File: src/hw/fault_recovery_pkg.sv
package fault_recovery_pkg;

	// ------------------------------------------------------------
	// command codes of the two registers
	// ------------------------------------------------------------
	localparam logic [7:0] CMD_FAULT_RECOVERY_POLICY = 8'hD2;
	localparam logic [7:0] CMD_OVERVOLTAGE_THRESHOLD = 8'hD3;

	// ------------------------------------------------------------
	// field layout
	// ------------------------------------------------------------
	localparam int         POLICY_W         = 10;   // bits 9:0 stored, 15:10 read zero
	localparam int         DATA_W           = 16;
	localparam int         FAULT_LO         = 2;    // first protected fault bit
	localparam int         FAULT_HI         = 9;    // last protected fault bit
	localparam int         OV_CODE_W        = 3;    // bits 2:0, bits 7:3 read zero

	// fault bit positions inside policy, mask and history words
	localparam int         BIT_INPUT_OV     = 2;
	localparam int         BIT_EXT_OVERTEMP = 3;
	localparam int         BIT_AVG_OC       = 4;
	localparam int         BIT_PEAK_OC      = 5;
	localparam int         BIT_OUTPUT_UV    = 6;
	localparam int         BIT_OUTPUT_OV    = 7;
	localparam int         BIT_LOOP_SHORT   = 8;
	localparam int         BIT_MIN_FREQ     = 9;

	// ------------------------------------------------------------
	// reset values
	// ------------------------------------------------------------
	localparam logic [9:0] POLICY_RESET_HIGH = 10'h3FF;  // strap tied high
	localparam logic [9:0] POLICY_RESET_LOW  = 10'h000;  // strap tied low
	localparam logic [2:0] OV_CODE_RESET     = 3'h6;     // 120 percent

	// ------------------------------------------------------------
	// timing
	// ------------------------------------------------------------
	localparam longint     CLOCK_HZ        = 10_000_000;
	localparam longint     RESTART_WAIT_MS = 500;
	localparam longint     RESTART_WAIT_CYCLES = RESTART_WAIT_MS * CLOCK_HZ / 1000;
	localparam int         TIMER_W         = 23;

	// ------------------------------------------------------------
	// sequencer states
	// ------------------------------------------------------------
	typedef enum logic [2:0] {
		ST_OFF        = 3'h0,
		ST_SOFT_START = 3'h1,
		ST_RUN        = 3'h2,
		ST_WAIT       = 3'h3,
		ST_LATCHED    = 3'h4
	} recovery_state_t;

endpackage

File: src/hw/restart_timer_if.sv
`timescale 1ns/1ps
interface restart_timer_if;
	logic start;    // one-cycle pulse: begin a full wait
	logic expired;  // one-cycle pulse: wait is over

	modport ctrl  (output start, input expired);
	modport timer (input start, output expired);
endinterface

File: src/hw/pin_sync.sv
`timescale 1ns/1ps
module pin_sync #(
	parameter int WIDTH = 1
) (
	input  wire logic             i_clock,
	input  wire logic [WIDTH-1:0] i_async,
	output logic      [WIDTH-1:0] o_sync
);

	// ------------------------------------------------------------
	// two-stage synchroniser, one per bit
	// ------------------------------------------------------------
	genvar g;
	generate
		for (g = 0; g < WIDTH; g++) begin : g_bit
			logic stage1;
			logic stage2;
			// first stage feeds only the second
			always_ff @(posedge i_clock) begin
				stage1 <= i_async[g];
				stage2 <= stage1;
			end
			assign o_sync[g] = stage2;
		end
	endgenerate

endmodule

File: src/hw/restart_timer.sv
`timescale 1ns/1ps
module restart_timer #(
	parameter longint CYCLES = fault_recovery_pkg::RESTART_WAIT_CYCLES
) (
	input  wire logic     i_clock,
	input  wire logic     i_rst,
	restart_timer_if.timer tmr
);

	logic [fault_recovery_pkg::TIMER_W-1:0] count;
	logic [fault_recovery_pkg::TIMER_W-1:0] next_count;
	logic                                   running;
	logic                                   next_running;
	logic                                   expired;
	logic                                   next_expired;

	// ------------------------------------------------------------
	// down counter; a new start restarts the full wait
	// ------------------------------------------------------------
	always_comb begin
		next_count   = count;
		next_running = running;
		next_expired = 1'b0;
		if (tmr.start) begin
			next_count   = fault_recovery_pkg::TIMER_W'(CYCLES - 1);
			next_running = 1'b1;
		end else if (running) begin
			if (count == '0) begin
				next_running = 1'b0;
				next_expired = 1'b1;
			end else begin
				next_count = count - 1'b1;
			end
		end
	end

	always_ff @(posedge i_clock) begin
		if (i_rst) begin
			count   <= '0;
			running <= 1'b0;
			expired <= 1'b0;
		end else begin
			count   <= next_count;
			running <= next_running;
			expired <= next_expired;
		end
	end

	assign tmr.expired = expired;

endmodule

File: src/hw/fault_recovery_and_ov_limit.sv
// Behaviour
// - strap high loads ten ones, low zeros
// - policy bit one restarts, zero latches off
// - restart: stop, wait, soft-start, repeat
// - latch-off: stay stopped after fault clears
// - command port keeps working while latched
// - leave latch only by enable toggle, reset
// - policy bits 2..9 map to eight faults
// - policy register two bytes, writable, protectable
// - three-bit code selects overvoltage threshold
// - threshold code resets to 110
// - overvoltage detection active from soft-start
// - overvoltage sets history bit, pulls alert
// - overvoltage acted on by default policy
// - threshold register one byte, bits 7:3 unused
// - masked fault takes no protective action
// - history bit set once fault seen in run, or in soft-start for all but undervoltage
`timescale 1ns/1ps
module fault_recovery_and_ov_limit #(
	parameter longint RESTART_WAIT_CYCLES = fault_recovery_pkg::RESTART_WAIT_CYCLES
) (
	input  wire logic        i_clock,
	input  wire logic        i_rst,
	input  wire logic        i_recovery_strap_pin,
	input  wire logic        i_enable_pin,
	input  wire logic [9:2]  i_fault,
	input  wire logic [9:2]  i_fault_mask,
	input  wire logic        i_soft_start_done,
	input  wire logic        i_history_clear,
	input  wire logic [7:0]  i_cmd_code,
	input  wire logic        i_cmd_write,
	input  wire logic        i_cmd_read,
	input  wire logic [15:0] i_write_data,
	input  wire logic        i_write_protect,
	output logic [15:0]      o_read_data,
	output logic             o_read_valid,
	output logic             o_cmd_unsupported,
	output logic [2:0]       o_overvoltage_code,
	output logic             o_switch_enable,
	output logic             o_soft_start_request,
	output logic             o_latched_off,
	output logic [9:2]       o_fault_history,
	output logic             o_alert_out_n
);

	// ------------------------------------------------------------
	// pin synchronisers
	// ------------------------------------------------------------
	logic       strap_sync;
	logic       enable_sync;
	logic [9:2] fault_sync;

	pin_sync #(
		.WIDTH (10)
	) u_pin_sync (
		.i_clock (i_clock),
		.i_async ({i_recovery_strap_pin, i_enable_pin, i_fault}),
		.o_sync  ({strap_sync, enable_sync, fault_sync})
	);

	// ------------------------------------------------------------
	// restart wait timer
	// ------------------------------------------------------------
	restart_timer_if tmr_bus ();

	restart_timer #(
		.CYCLES (RESTART_WAIT_CYCLES)
	) u_restart_timer (
		.i_clock (i_clock),
		.i_rst   (i_rst),
		.tmr     (tmr_bus.timer)
	);

	// ------------------------------------------------------------
	// register state
	// ------------------------------------------------------------
	logic [9:0]  policy;
	logic [9:0]  next_policy;
	logic [2:0]  ov_code;
	logic [2:0]  next_ov_code;
	logic [15:0] read_data;
	logic [15:0] next_read_data;
	logic        read_valid;
	logic        next_read_valid;
	logic        unsupported;
	logic        next_unsupported;

	logic        hit_policy;
	logic        hit_ov;
	logic        write_ok;

	assign hit_policy = (i_cmd_code == fault_recovery_pkg::CMD_FAULT_RECOVERY_POLICY);
	assign hit_ov     = (i_cmd_code == fault_recovery_pkg::CMD_OVERVOLTAGE_THRESHOLD);
	// protected writes are dropped silently
	assign write_ok   = i_cmd_write && !i_write_protect;

	// command decode; nothing here depends on the sequencer state
	always_comb begin
		next_policy      = policy;
		next_ov_code     = ov_code;
		next_read_data   = read_data;
		next_read_valid  = 1'b0;
		next_unsupported = 1'b0;
		if (write_ok && hit_policy) begin
			next_policy = i_write_data[fault_recovery_pkg::POLICY_W-1:0];
		end
		if (write_ok && hit_ov) begin
			next_ov_code = i_write_data[fault_recovery_pkg::OV_CODE_W-1:0];
		end
		if (i_cmd_read) begin
			next_read_valid = 1'b1;
			if (hit_policy) begin
				next_read_data = {6'h00, policy};
			end else if (hit_ov) begin
				next_read_data = {13'h0000, ov_code};
			end else begin
				next_read_data = 16'h0000;
			end
		end
		if ((i_cmd_read || i_cmd_write) && !hit_policy && !hit_ov) begin
			next_unsupported = 1'b1;
		end
	end

	// strap level is already synchronised, so reset may sample it
	always_ff @(posedge i_clock) begin
		if (i_rst) begin
			policy      <= strap_sync ? fault_recovery_pkg::POLICY_RESET_HIGH
			                          : fault_recovery_pkg::POLICY_RESET_LOW;
			ov_code     <= fault_recovery_pkg::OV_CODE_RESET;
			read_data   <= 16'h0000;
			read_valid  <= 1'b0;
			unsupported <= 1'b0;
		end else begin
			policy      <= next_policy;
			ov_code     <= next_ov_code;
			read_data   <= next_read_data;
			read_valid  <= next_read_valid;
			unsupported <= next_unsupported;
		end
	end

	// ------------------------------------------------------------
	// fault qualification
	// ------------------------------------------------------------
	fault_recovery_pkg::recovery_state_t state;
	fault_recovery_pkg::recovery_state_t next_state;

	logic [9:2] detect_window;
	logic [9:2] active_fault;
	logic       any_fault;
	logic       any_latch;

	// undervoltage only after soft-start, all others from its start
	always_comb begin
		detect_window = 8'h00;
		if (state == fault_recovery_pkg::ST_SOFT_START || state == fault_recovery_pkg::ST_RUN) begin
			detect_window = 8'hFF;
			if (state == fault_recovery_pkg::ST_SOFT_START) begin
				detect_window[fault_recovery_pkg::BIT_OUTPUT_UV] = 1'b0;
			end
		end
	end

	assign active_fault = fault_sync & ~i_fault_mask & detect_window;
	assign any_fault    = |active_fault;
	// policy bit lines up with fault bit
	// overvoltage follows its own policy bit
	assign any_latch    = |(active_fault & ~policy[9:2]);

	// ------------------------------------------------------------
	// fault history and alert
	// ------------------------------------------------------------
	logic [9:2] history;
	logic [9:2] next_history;

	// a fault arriving with the clear still sets its bit
	always_comb begin
		next_history = history;
		if (i_history_clear) begin
			next_history = 8'h00;
		end
		next_history = next_history | (fault_sync & detect_window);
	end

	always_ff @(posedge i_clock) begin
		if (i_rst) begin
			history <= 8'h00;
		end else begin
			history <= next_history;
		end
	end

	// ------------------------------------------------------------
	// recovery sequencer
	// ------------------------------------------------------------
	logic timer_start;

	always_comb begin
		next_state  = state;
		timer_start = 1'b0;
		unique case (state)
			fault_recovery_pkg::ST_OFF: begin
				if (enable_sync) begin
					next_state = fault_recovery_pkg::ST_SOFT_START;
				end
			end
			fault_recovery_pkg::ST_SOFT_START,
			fault_recovery_pkg::ST_RUN: begin
				if (!enable_sync) begin
					next_state = fault_recovery_pkg::ST_OFF;
				end else if (any_latch) begin
					next_state = fault_recovery_pkg::ST_LATCHED;
				end else if (any_fault) begin
					next_state  = fault_recovery_pkg::ST_WAIT;
					timer_start = 1'b1;
				end else if (state == fault_recovery_pkg::ST_SOFT_START && i_soft_start_done) begin
					next_state = fault_recovery_pkg::ST_RUN;
				end
			end
			fault_recovery_pkg::ST_WAIT: begin
				if (!enable_sync) begin
					next_state = fault_recovery_pkg::ST_OFF;
				end else if (tmr_bus.expired) begin
					next_state = fault_recovery_pkg::ST_SOFT_START;
				end
			end
			fault_recovery_pkg::ST_LATCHED: begin
				// only enable low releases the latch
				if (!enable_sync) begin
					next_state = fault_recovery_pkg::ST_OFF;
				end
			end
			default: begin
				next_state = fault_recovery_pkg::ST_OFF;
			end
		endcase
	end

	assign tmr_bus.start = timer_start;

	always_ff @(posedge i_clock) begin
		if (i_rst) begin
			state <= fault_recovery_pkg::ST_OFF;
		end else begin
			state <= next_state;
		end
	end

	// ------------------------------------------------------------
	// registered outputs to the power stage
	// ------------------------------------------------------------
	logic switch_enable;
	logic next_switch_enable;
	logic soft_start_request;
	logic next_soft_start_request;
	logic latched_off;
	logic next_latched_off;
	logic alert_n;
	logic next_alert_n;

	// decoded from the next state so outputs track it with one flop
	always_comb begin
		next_switch_enable      = (next_state == fault_recovery_pkg::ST_SOFT_START) ||
		                          (next_state == fault_recovery_pkg::ST_RUN);
		next_soft_start_request = (next_state == fault_recovery_pkg::ST_SOFT_START);
		next_latched_off        = (next_state == fault_recovery_pkg::ST_LATCHED);
		// alert low while any history bit set
		next_alert_n            = ~|next_history;
	end

	always_ff @(posedge i_clock) begin
		if (i_rst) begin
			switch_enable      <= 1'b0;
			soft_start_request <= 1'b0;
			latched_off        <= 1'b0;
			alert_n            <= 1'b1;
		end else begin
			switch_enable      <= next_switch_enable;
			soft_start_request <= next_soft_start_request;
			latched_off        <= next_latched_off;
			alert_n            <= next_alert_n;
		end
	end

	// ------------------------------------------------------------
	// port drive
	// ------------------------------------------------------------
	// code straight to the comparator selector
	assign o_overvoltage_code   = ov_code;
	assign o_read_data          = read_data;
	assign o_read_valid         = read_valid;
	assign o_cmd_unsupported    = unsupported;
	assign o_switch_enable      = switch_enable;
	assign o_soft_start_request = soft_start_request;
	assign o_latched_off        = latched_off;
	assign o_fault_history      = history;
	assign o_alert_out_n        = alert_n;

endmodule

File: config.mk
export PLATFORM = sky130hd
export DESIGN_NAME = fault_recovery_and_ov_limit
export DESIGN_NICKNAME = d
export VERILOG_FILES = /design/src/hw/fault_recovery_pkg.sv /design/src/hw/restart_timer_if.sv /design/src/hw/pin_sync.sv /design/src/hw/restart_timer.sv /design/src/hw/fault_recovery_and_ov_limit.sv
export SDC_FILE = /design/constraint.sdc
export NUM_CORES = 1
export LEC_CHECK = 0
export ABC_AREA = 0
export ABC_CLOCK_PERIOD_IN_PS = 2600
export BUFFER_PORTS_ARGS = -buffer_cell sky130_fd_sc_hd__buf_4
export CELL_PAD_IN_SITES_DETAIL_PLACEMENT = 2
export CELL_PAD_IN_SITES_GLOBAL_PLACEMENT = 2
export CORE_ASPECT_RATIO = 1.2
export CORE_MARGIN = 3
export CORE_UTILIZATION = 32
export DETAILED_ROUTE_END_ITERATION = 7
export MAX_ROUTING_LAYER = met4
export PLACE_DENSITY = 0.85
export SYNTH_ARGS = -nofsm -noshare
export SYNTH_HDL_FRONTEND = slang
export SYNTH_SLANG_ARGS = --single-unit
File: constraint.sdc
create_clock -name i_clock -period 2.6 [get_ports i_clock]
set_input_delay 0.26 -clock i_clock [delete_from_list [all_inputs] [get_ports i_clock]]
set_output_delay 0.26 -clock i_clock [all_outputs]
set_load 0.02 [all_outputs]
==> summary.md, run 1 <==
| Metric | Value |
|---|---|
| Status | completed |
| Clock latency at the later pin of the worst-skew pair | 340 ps |
| Worst R2R Start | u_restart_timer.count[12] |
| Yosys warns | 0 |
| CTS buffer count | 9 |
| Layout overhead on the synthesized area | 31.58% |
| Die area | 11500 um2 |
| Leak | 1.792 nW |
| Clock share of power | 46.1% |
| Slew @ Worst Pin | 575.3 ps |
| Std-Cell Rows | 39 |
| Htree depth | 3 |
| Setup crit start kind | register |
| Hold Path Depth | 1 |
| Max-slew violations | 0 |
| Pin count of the biggest net entering global routing | 57 |
| Final period util | 92.25% |
| Worst r2r path cells | 7 |
| CTS tree | built |
| WL final | 10.97 mm |
| Flop2flop setup slack | 200 ps |
| Placer congestion estimate | 0.7838 |
| I/O pins | 82 |
| Detail Placement HPWL | 7.504 mm |
| RR Endpoint | u_restart_timer.count[8] |
| Post-route antenna net violation count | 0 |
| Ranking of synthesized cells by area | dfxtp_1 (46%), edfxtp_1 (9.2%), nor2_1 (5.3%) |
| Initial Utilization | 33.58% |
| Cell Area, Synth | 3277 um2 |
| Tot GR Track Use | 20.03% |
| Post-CTS Setup Repair Bufs | 0 |
| Vias in the first global route | 3130 |
| Logic gate share of total power | 7.6% |
| Final routed DRC violation total | 0 |
| Avg Cell Area, Syn | 9.753 um2 |
| Drt wl/cell | 20.17 um |
| Sw frac | 24.19% |
| Placed Cells | 526 |
| Max Cap Viol | 0 |
| Final hold violations | 0 |
| Min Tclk post-route | 2399 ps |
| Count of clock tree sinks | 85 |
| Power density cells | 701.9 nW/um2 |
| Final setup fails | 0 |
| VDD IR max | 0.3875 mV |
| Post-synth EDFFs | 10 |
| Most common flop cell mapped by yosys | dfxtp_1 |
| Fin util | 44.18% |
| Clock-pin slew on the worst setup and hold paths | 70 ps |
| Sequential share of power | 46.3% |
| RSZ-0062 raised after global routing | no |
| Die height | 116.9 um |
| Vias per std cell | 5.110 |
| DRT iter0 DRCs | 93 |
| Critical path arrival | 2590 ps |
| Fraction of registers with async set/reset | 0% |
| Antenna cell count | 0 |
| First-pass GRT wire length | 17.16 mm |
| WHS Endpoint | u_pin_sync.g_bit[9].stage1 |
| Final Power | 0.003026 W |
| CP Capture Type | register |
| Pre-antenna DRT Iters | 4 |
| Post-synthesis register bit count | 85 |
| Initial antenna violation count | 0 |
| Hold Startpoint | i_recovery_strap_pin |
| Worst EP required | 2800 ps |
| Buffers on Ports | 69 |
| Overflow after GRT | 0 |
| Clock Skew | 9.211 ps |
| CTS max path bufs | 2 |
| Post-synthesis cell count | 336 |
| Hold WS | 15.29 ps |
| Hold Path Class | primary input to register |
| Sequential area share after synthesis | 54.98% |
| Max Fanout on Critical Path | 6 |
| Final std cells w/o fill | 544 |
| Clock root buffer | clkbuf_16 |
| Share of cells above drive strength 1 | 25.65% |
| Post-synth top area share | 45.82% |
| Cell taking the most area after synthesis | dfxtp_1 |
| Final net count | 466 |
| Switching power of the nets | 0.0007321 W |
| Chip Width | 98.38 um |
| P_int | 0.002294 W |
| Netlist cell types | 48 |
| Worst slew margin | 61.64% |
| Setup total negative slack | 0 ps |
| Max Fclk | 416.9 MHz |
| Via count | 2780 |
| Critical path class | register to register |
| Core area | 9759 um2 |
==> per-stage QoR <==
stage	setup WS, ps	cell area [um2]
2_1_floorplan	328.1	3296
3_3_place_gp	215.6	3963
3_5_place_dp	135.7	3963
4_1_cts	84.47	4288
5_1_grt	68.27	4312
6_report	201.5	4312
==> power groups by stage <==
stage,logic (W),registers (W),clock network [W]
3_5_place_dp,0.000220,0.00143,0
5_1_grt,0.000249,0.00141,0.00148
4_1_cts,0.000227,0.00140,0.00142
6_report,0.000229,0.00140,0.00139
3_3_place_gp,0.000208,0.00143,0
2_1_floorplan,0.000108,0.00143,0
==> cell type report <==
cell class / instances / area [um2]
Fill cell: 1041 / 5448
Sequential cell: 85 / 1802
Multi-Input combinational cell: 223 / 1350
Timing Repair Buffer: 83 / 628.1
Clock buffer: 10 / 250.2
Tap cell: 123 / 153.9
Clock inverter: 6 / 75.07
Inverter: 14 / 52.55
==> worst max-delay path by stage <==
stage | slack (ps) | to | from | cells past startpoint
6_report | 200 | u_restart_timer.count[8] | u_restart_timer.count[12] | 7
5_1_grt | 70 | u_restart_timer.count[4] | u_restart_timer.count[12] | 7
4_1_cts | 80 | u_restart_timer.count[8] | u_restart_timer.count[12] | 7
3_5_place_dp | 140 | u_restart_timer.count[4] | u_restart_timer.count[12] | 7
3_3_place_gp | 220 | u_restart_timer.count[8] | u_restart_timer.count[12] | 7
2_1_floorplan | 330 | u_restart_timer.count[19] | u_restart_timer.count[3] | 7
==> synth_stat cells (3+ instances only) <==
cell and number:
nor2b_1 10, mux2_2 5, a21oi_1 27, nor4_1 5, or4_1 6, nor2_1 46
edfxtp_1 10, xnor2_1 18, o21ai_0 15, nand2b_1 16, clkbuf_1 11, a22oi_1 8
a211o_1 3, nand3_1 6, o22ai_1 3, inv_1 13, buf_4 6, nand2_1 7
nor3_1 11, dfxtp_1 75
==> placed cells by master (no fill, tap or decap), drive strengths merged, types with 3 or more instances in the layout <==
master and count:
inv 16, o31ai 3, edfxtp 10, o21ai 15, xnor2 18, a21oi 27
nand3 6, nand2 7, or3 3, o22ai 3, clkbuf 10, mux2 5
nand2b 16, nor4 5, nor3 12, nor2b 10, dfxtp 75, or4 7
a22oi 8, nor2 46, a211o 3, buf 81, conb 6
==> critical path, cell delays in order (launching register included) <==
cell	delay [ps]
dfxtp_1	350
or4_1	580
or4_4	580
o31ai_4	250
buf_4	190
nor3_1	70
xnor2_1	150
a21oi_1	90
==> sequential cells by signal, summed over array words and instances (netlist names), 3 cells and up <==
name / count
u_pin_sync.g_bit.stage2: 10
u_pin_sync.g_bit.stage1: 10
o_read_data: 10
state: 3
o_overvoltage_code: 3
policy: 10
o_fault_history: 8
u_restart_timer.count: 23
==> cells by family (layout without fill, tap and decap cells) <==
logic type	after synthesis	count (layout)	share of synthesized area (%)
AND/OR/NAND/NOR	123	123	20.01
XOR/XNOR	20	20	5.346
AO/OA/AOI/OAI	68	68	12.94
multiplexers	5	5	1.718
adder cells (fa/ha/maj)	1	1	0.3818
other	1	6	0.1144
flip-flops	85	85	54.98
buffers and inverters	33	113	4.505
==> routing by layer <==
layer  vias to the layer above  global-route usage, %  part of all wire [%]
met5                         -                      -                     0
li1                       1316                      -                     -
met1                      1375                  20.49                    39
met3                        21                  4.624                   3.3
met2                        68                  37.53                    55
met4                         0                  7.195                   2.4
==> what timing repair did <==
item,CTS,global route
endpoints found under the setup margin,0,2
resized for setup,0,1
hold endpoints to repair,0,2
hold buffers,0,2
No activity file was read; power rests on OpenSTA's default activity.
==> inputs of run 2 (changes only) <==
--- a/config.mk
+++ b/config.mk
@@ -5,17 +5,18 @@
 export SDC_FILE = /design/constraint.sdc
 export NUM_CORES = 1
 export LEC_CHECK = 0
-export ABC_AREA = 0
+export ABC_AREA = 1
 export ABC_CLOCK_PERIOD_IN_PS = 2600
 export BUFFER_PORTS_ARGS = -buffer_cell sky130_fd_sc_hd__buf_4
 export CELL_PAD_IN_SITES_DETAIL_PLACEMENT = 2
 export CELL_PAD_IN_SITES_GLOBAL_PLACEMENT = 2
 export CORE_ASPECT_RATIO = 1.2
 export CORE_MARGIN = 3
-export CORE_UTILIZATION = 32
+export CORE_UTILIZATION = 31
 export DETAILED_ROUTE_END_ITERATION = 7
 export MAX_ROUTING_LAYER = met4
-export PLACE_DENSITY = 0.85
+export PLACE_DENSITY = 0.86
 export SYNTH_ARGS = -nofsm -noshare
 export SYNTH_HDL_FRONTEND = slang
 export SYNTH_SLANG_ARGS = --single-unit
+export TNS_END_PERCENT = 50
==> run 2 against run 1 <==
  * Final cell count is 30% higher
  * Sequential share of layout area is 3.5 points lower
  * Die area is 16% higher
  * Fmax is 19% higher
  * Utilization is 3.7 points lower
  * Sequential cell count stayed put
  * Critical path type unchanged
  * Largest cell class unchanged
  * Largest power group unchanged
  * Highest routed layer unchanged
==> summary.md, run 2 <==
| Metric | Value |
|---|---|
| Clock latency at the later pin of the worst-skew pair | 340 ps (about the same) |
| Most frequent cells in the layout | nand2_1 (104), buf_4 (75), dfxtp_1 (75) |
| Placer congestion estimate | 0.8592 (+9.6%) |
| RSZ-0062 raised after global routing | no |
| Post-synthesis register bit count | 85 (unchanged) |
| DRT iter0 DRCs | 89 (-4.3%) |
| Status | completed |
| WL final | 12.89 mm (+17%) |
| Final setup fails | 0 (unchanged) |
| CP Capture Type | register |
| Core area | 11620 um2 (+19%) |
| CP peak stage delay | 350 ps (-230 ps) |
| Initial Utilization | 31.97% (-1.6 points) |
| Max Cap Viol | 0 (unchanged) |
| CP max-delay cell | dfxtp_1 |
| Post-synth top area share | 40.42% (-5.4 points) |
| Post-route antenna net violation count | 0 (unchanged) |
| Max-slew violations | 0 (unchanged) |
| Pre-antenna DRT Iters | 4 (unchanged) |
| Netlist cell types | 43 (-10%) |
| Post-synthesis cell count | 472 (+40%) |
| Overflow after GRT | 0 (unchanged) |
| Max Fclk | 496.6 MHz (+19%) |
| Fraction of registers with async set/reset | 0% (unchanged) |
| Slew @ Worst Pin | 491.3 ps (-84.02 ps) |
| Power density cells | 698.9 nW/um2 (-0.43%) |
| WHS Endpoint | u_pin_sync.g_bit[8].stage1 |
| CTS buffer count | 9 (unchanged) |
| Chip Width | 105.9 um (+7.7%) |
| Post-synth EDFFs | 10 (unchanged) |
| Fin area | 4702 um2 (+9.1%) |
| Most frequent cell on the critical path | nand2_1 |
| Setup total negative slack | 0 ps (unchanged) |
| Share of cells above drive strength 1 | 23.77% (-1.9 points) |
| CTS max path bufs | 2 (unchanged) |
| Most common cell in the netlist | nand2_1 |
| Antenna cell count | 0 (unchanged) |
| Leak | 2.217 nW (+24%) |
| Vias in the first global route | 3875 (+24%) |
| Hold Path Class | primary input to register |
| Worst r2r path cells | 12 (+5) |
| VDD IR max | 0.4102 mV (+5.8%) |
| Count of clock tree sinks | 85 (unchanged) |
| Layout overhead on the synthesized area | 26.57% |
| Worst slew margin | 66.94% (+5.3 points) |
| Via count | 3412 (+23%) |
| Post-CTS Setup Repair Bufs | 0 (unchanged) |
| Tot GR Track Use | 20.55% (+0.53 points) |
| Pin count of the biggest net entering global routing | 26 (-54%) |
| Htree depth | 3 (unchanged) |
| Initial antenna violation count | 0 (unchanged) |
| Avg Cell Area, Syn | 7.870 um2 (-19%) |
| Die area | 13340 um2 (+16%) |
| Max reg flops | 23 (unchanged) |
| Detail Placement HPWL | 9.234 mm (+23%) |
| Vias per std cell | 4.819 (-5.7%) |
| I/O pins | 82 (unchanged) |
| Final net count | 596 (+28%) |
| CTS tree | built |
| First-pass GRT wire length | 20.69 mm (+21%) |
| Final routed DRC violation total | 0 (unchanged) |
| Hold Path Depth | 1 (unchanged) |
| Cell Area, Synth | 3715 um2 (+13%) |
| Top cells by count, synth | nand2_1 (104), dfxtp_1 (75), inv_1 (60), nor2_1 (60), nand3_1 (29) |
| Flop2flop setup slack | 590 ps (+380 ps) |
| CTS resizes | 0 (unchanged) |
| Ranking of synthesized cells by area | dfxtp_1 (40%), nand2_1 (11%), edfxtp_1 (8.1%) |
| Worst R2R Start | u_restart_timer.count[0] |
| Largest Register | u_restart_timer.count |
| Critical path arrival | 2250 ps (-340 ps) |
| Die height | 125.9 um (+7.8%) |
| Yosys warns | 0 (unchanged) |
| Clock Skew | 7.699 ps (-1.512 ps) |
| Worst EP required | 2840 ps (+40 ps) |
| Hold Startpoint | i_enable_pin |
| CP cell instances | inv_1 > ha_1 > nand2_1 > nor2_4 > nand3_4 > nand3_1 > nor2_1 > nand2_1 > nand2_1 > nand3_1 > nand2_1 > inv_1 |
| Final period util | 77.45% (-15 points) |
| Drt wl/cell | 18.20 um (-9.7%) |
| Buffers on Ports | 69 (unchanged) |
| Max Fanout on Critical Path | 5 (-1) |
| Sequential area share after synthesis | 48.50% (-6.5 points) |
| Clock root buffer | clkbuf_16 |
| Critical path class | register to register |
| Buf/Inv on CP | 2 (+1) |
| CP top delay family | simple AND/OR/NAND/NOR gates |
| Min Tclk post-route | 2014 ps (-384.9 ps) |
| Std-Cell Rows | 43 (+10%) |
| Most common flop cell mapped by yosys | dfxtp_1 |
| Setup crit start kind | register |
| # hold bufs at CTS | 0 (unchanged) |
| Most common cell after layout, fill and taps aside | nand2_1 |
| RR Endpoint | u_restart_timer.count[14] |
| Clock-pin slew on the worst setup and hold paths | 70 ps (about the same) |
| Placed inst area | 4392 um2 (+11%) |
| Cell taking the most area after synthesis | dfxtp_1 |
| Final hold violations | 0 (unchanged) |
[run 2: cell count changes after synthesis, moves of 13 or more]
cell,change
nand3_1,+23
a21oi_2,+13
xnor2_1,-16
a21oi_1,-16
nand2_1,+97
nand2b_1,-16
nor2_1,+14
inv_1,+47
[run 2: cells by family after synthesis]
kind of cell / after synthesis / synth area share, %
AOI/OAI and AO/OA: 52 / 9.330
xor gates and xnor gates: 9 / 2.122
adders and majority gates: 1 / 0.3368
buffers and inverters: 81 / 9.262
DFF: 85 / 48.50
other: 1 / 0.1009
and+or+nand+nor: 243 / 30.35
[run 2: how the worst max path moves through the flow]
stage / start / end / slack (ps) / cells after the start
finish: u_restart_timer.count[0] / u_restart_timer.count[14] / 590 / 12
global route: u_restart_timer.count[0] / u_restart_timer.count[14] / 330 / 12
CTS: u_restart_timer.count[0] / u_restart_timer.count[14] / 560 / 12
detailed placement: u_restart_timer.count[0] / u_restart_timer.count[14] / 600 / 12
global placement: u_restart_timer.count[0] / u_restart_timer.count[22] / 750 / 10
floorplan: i_cmd_code[0] / policy[0] / 1000 / 5
[run 2: power by group]
| part | leakage (nW) | internal (W) | switching [W] |
|---|---|---|---|
| Clock | 0.155 | 0.000804 | 0.000540 |
| Sequential | 0.716 | 0.00140 | 0.0000446 |
| Combinational | 1.35 | 0.000180 | 0.000320 |
| Total | 2.22 | 0.00238 | 0.000904 |
[run 2: layer usage]
metal | up-vias | wire length (um) | global-route usage, %
met5 | - | 0 | -
met4 | 0 | 359 | 8.613
met3 | 25 | 357 | 3.434
met2 | 64 | 7224 | 38.36
met1 | 1682 | 4948 | 21.07
li1 | 1641 | - | -
[run 2: area by class of cell]
| cell class | count | area (um2) |
|---|---|---|
| Fill cell | 1377 | 6919 |
| Sequential cell | 85 | 1802 |
| Multi-Input combinational cell | 311 | 1588 |
| Timing Repair Buffer | 75 | 563.0 |
| Clock buffer | 11 | 254.0 |
| Inverter | 64 | 242.7 |
| Tap cell | 157 | 196.4 |
| Clock inverter | 5 | 56.30 |
[run 2: per-stage QoR]
step	total power [W]	std cells	hold WS [ps]	setup slack, ps	utilization [%]
4_1_cts	0.003337	708	3.832	557.9	40.46
3_5_place_dp	0.001963	692	313.8	603.3	37.79
6_report	0.003286	708	20.09	586.4	40.46
2_1_floorplan	0.001776	477	287.7	998.9	-
3_3_place_gp	0.001926	692	310.8	746.8	37.79
5_1_grt	0.003444	708	2.966	327.2	40.46
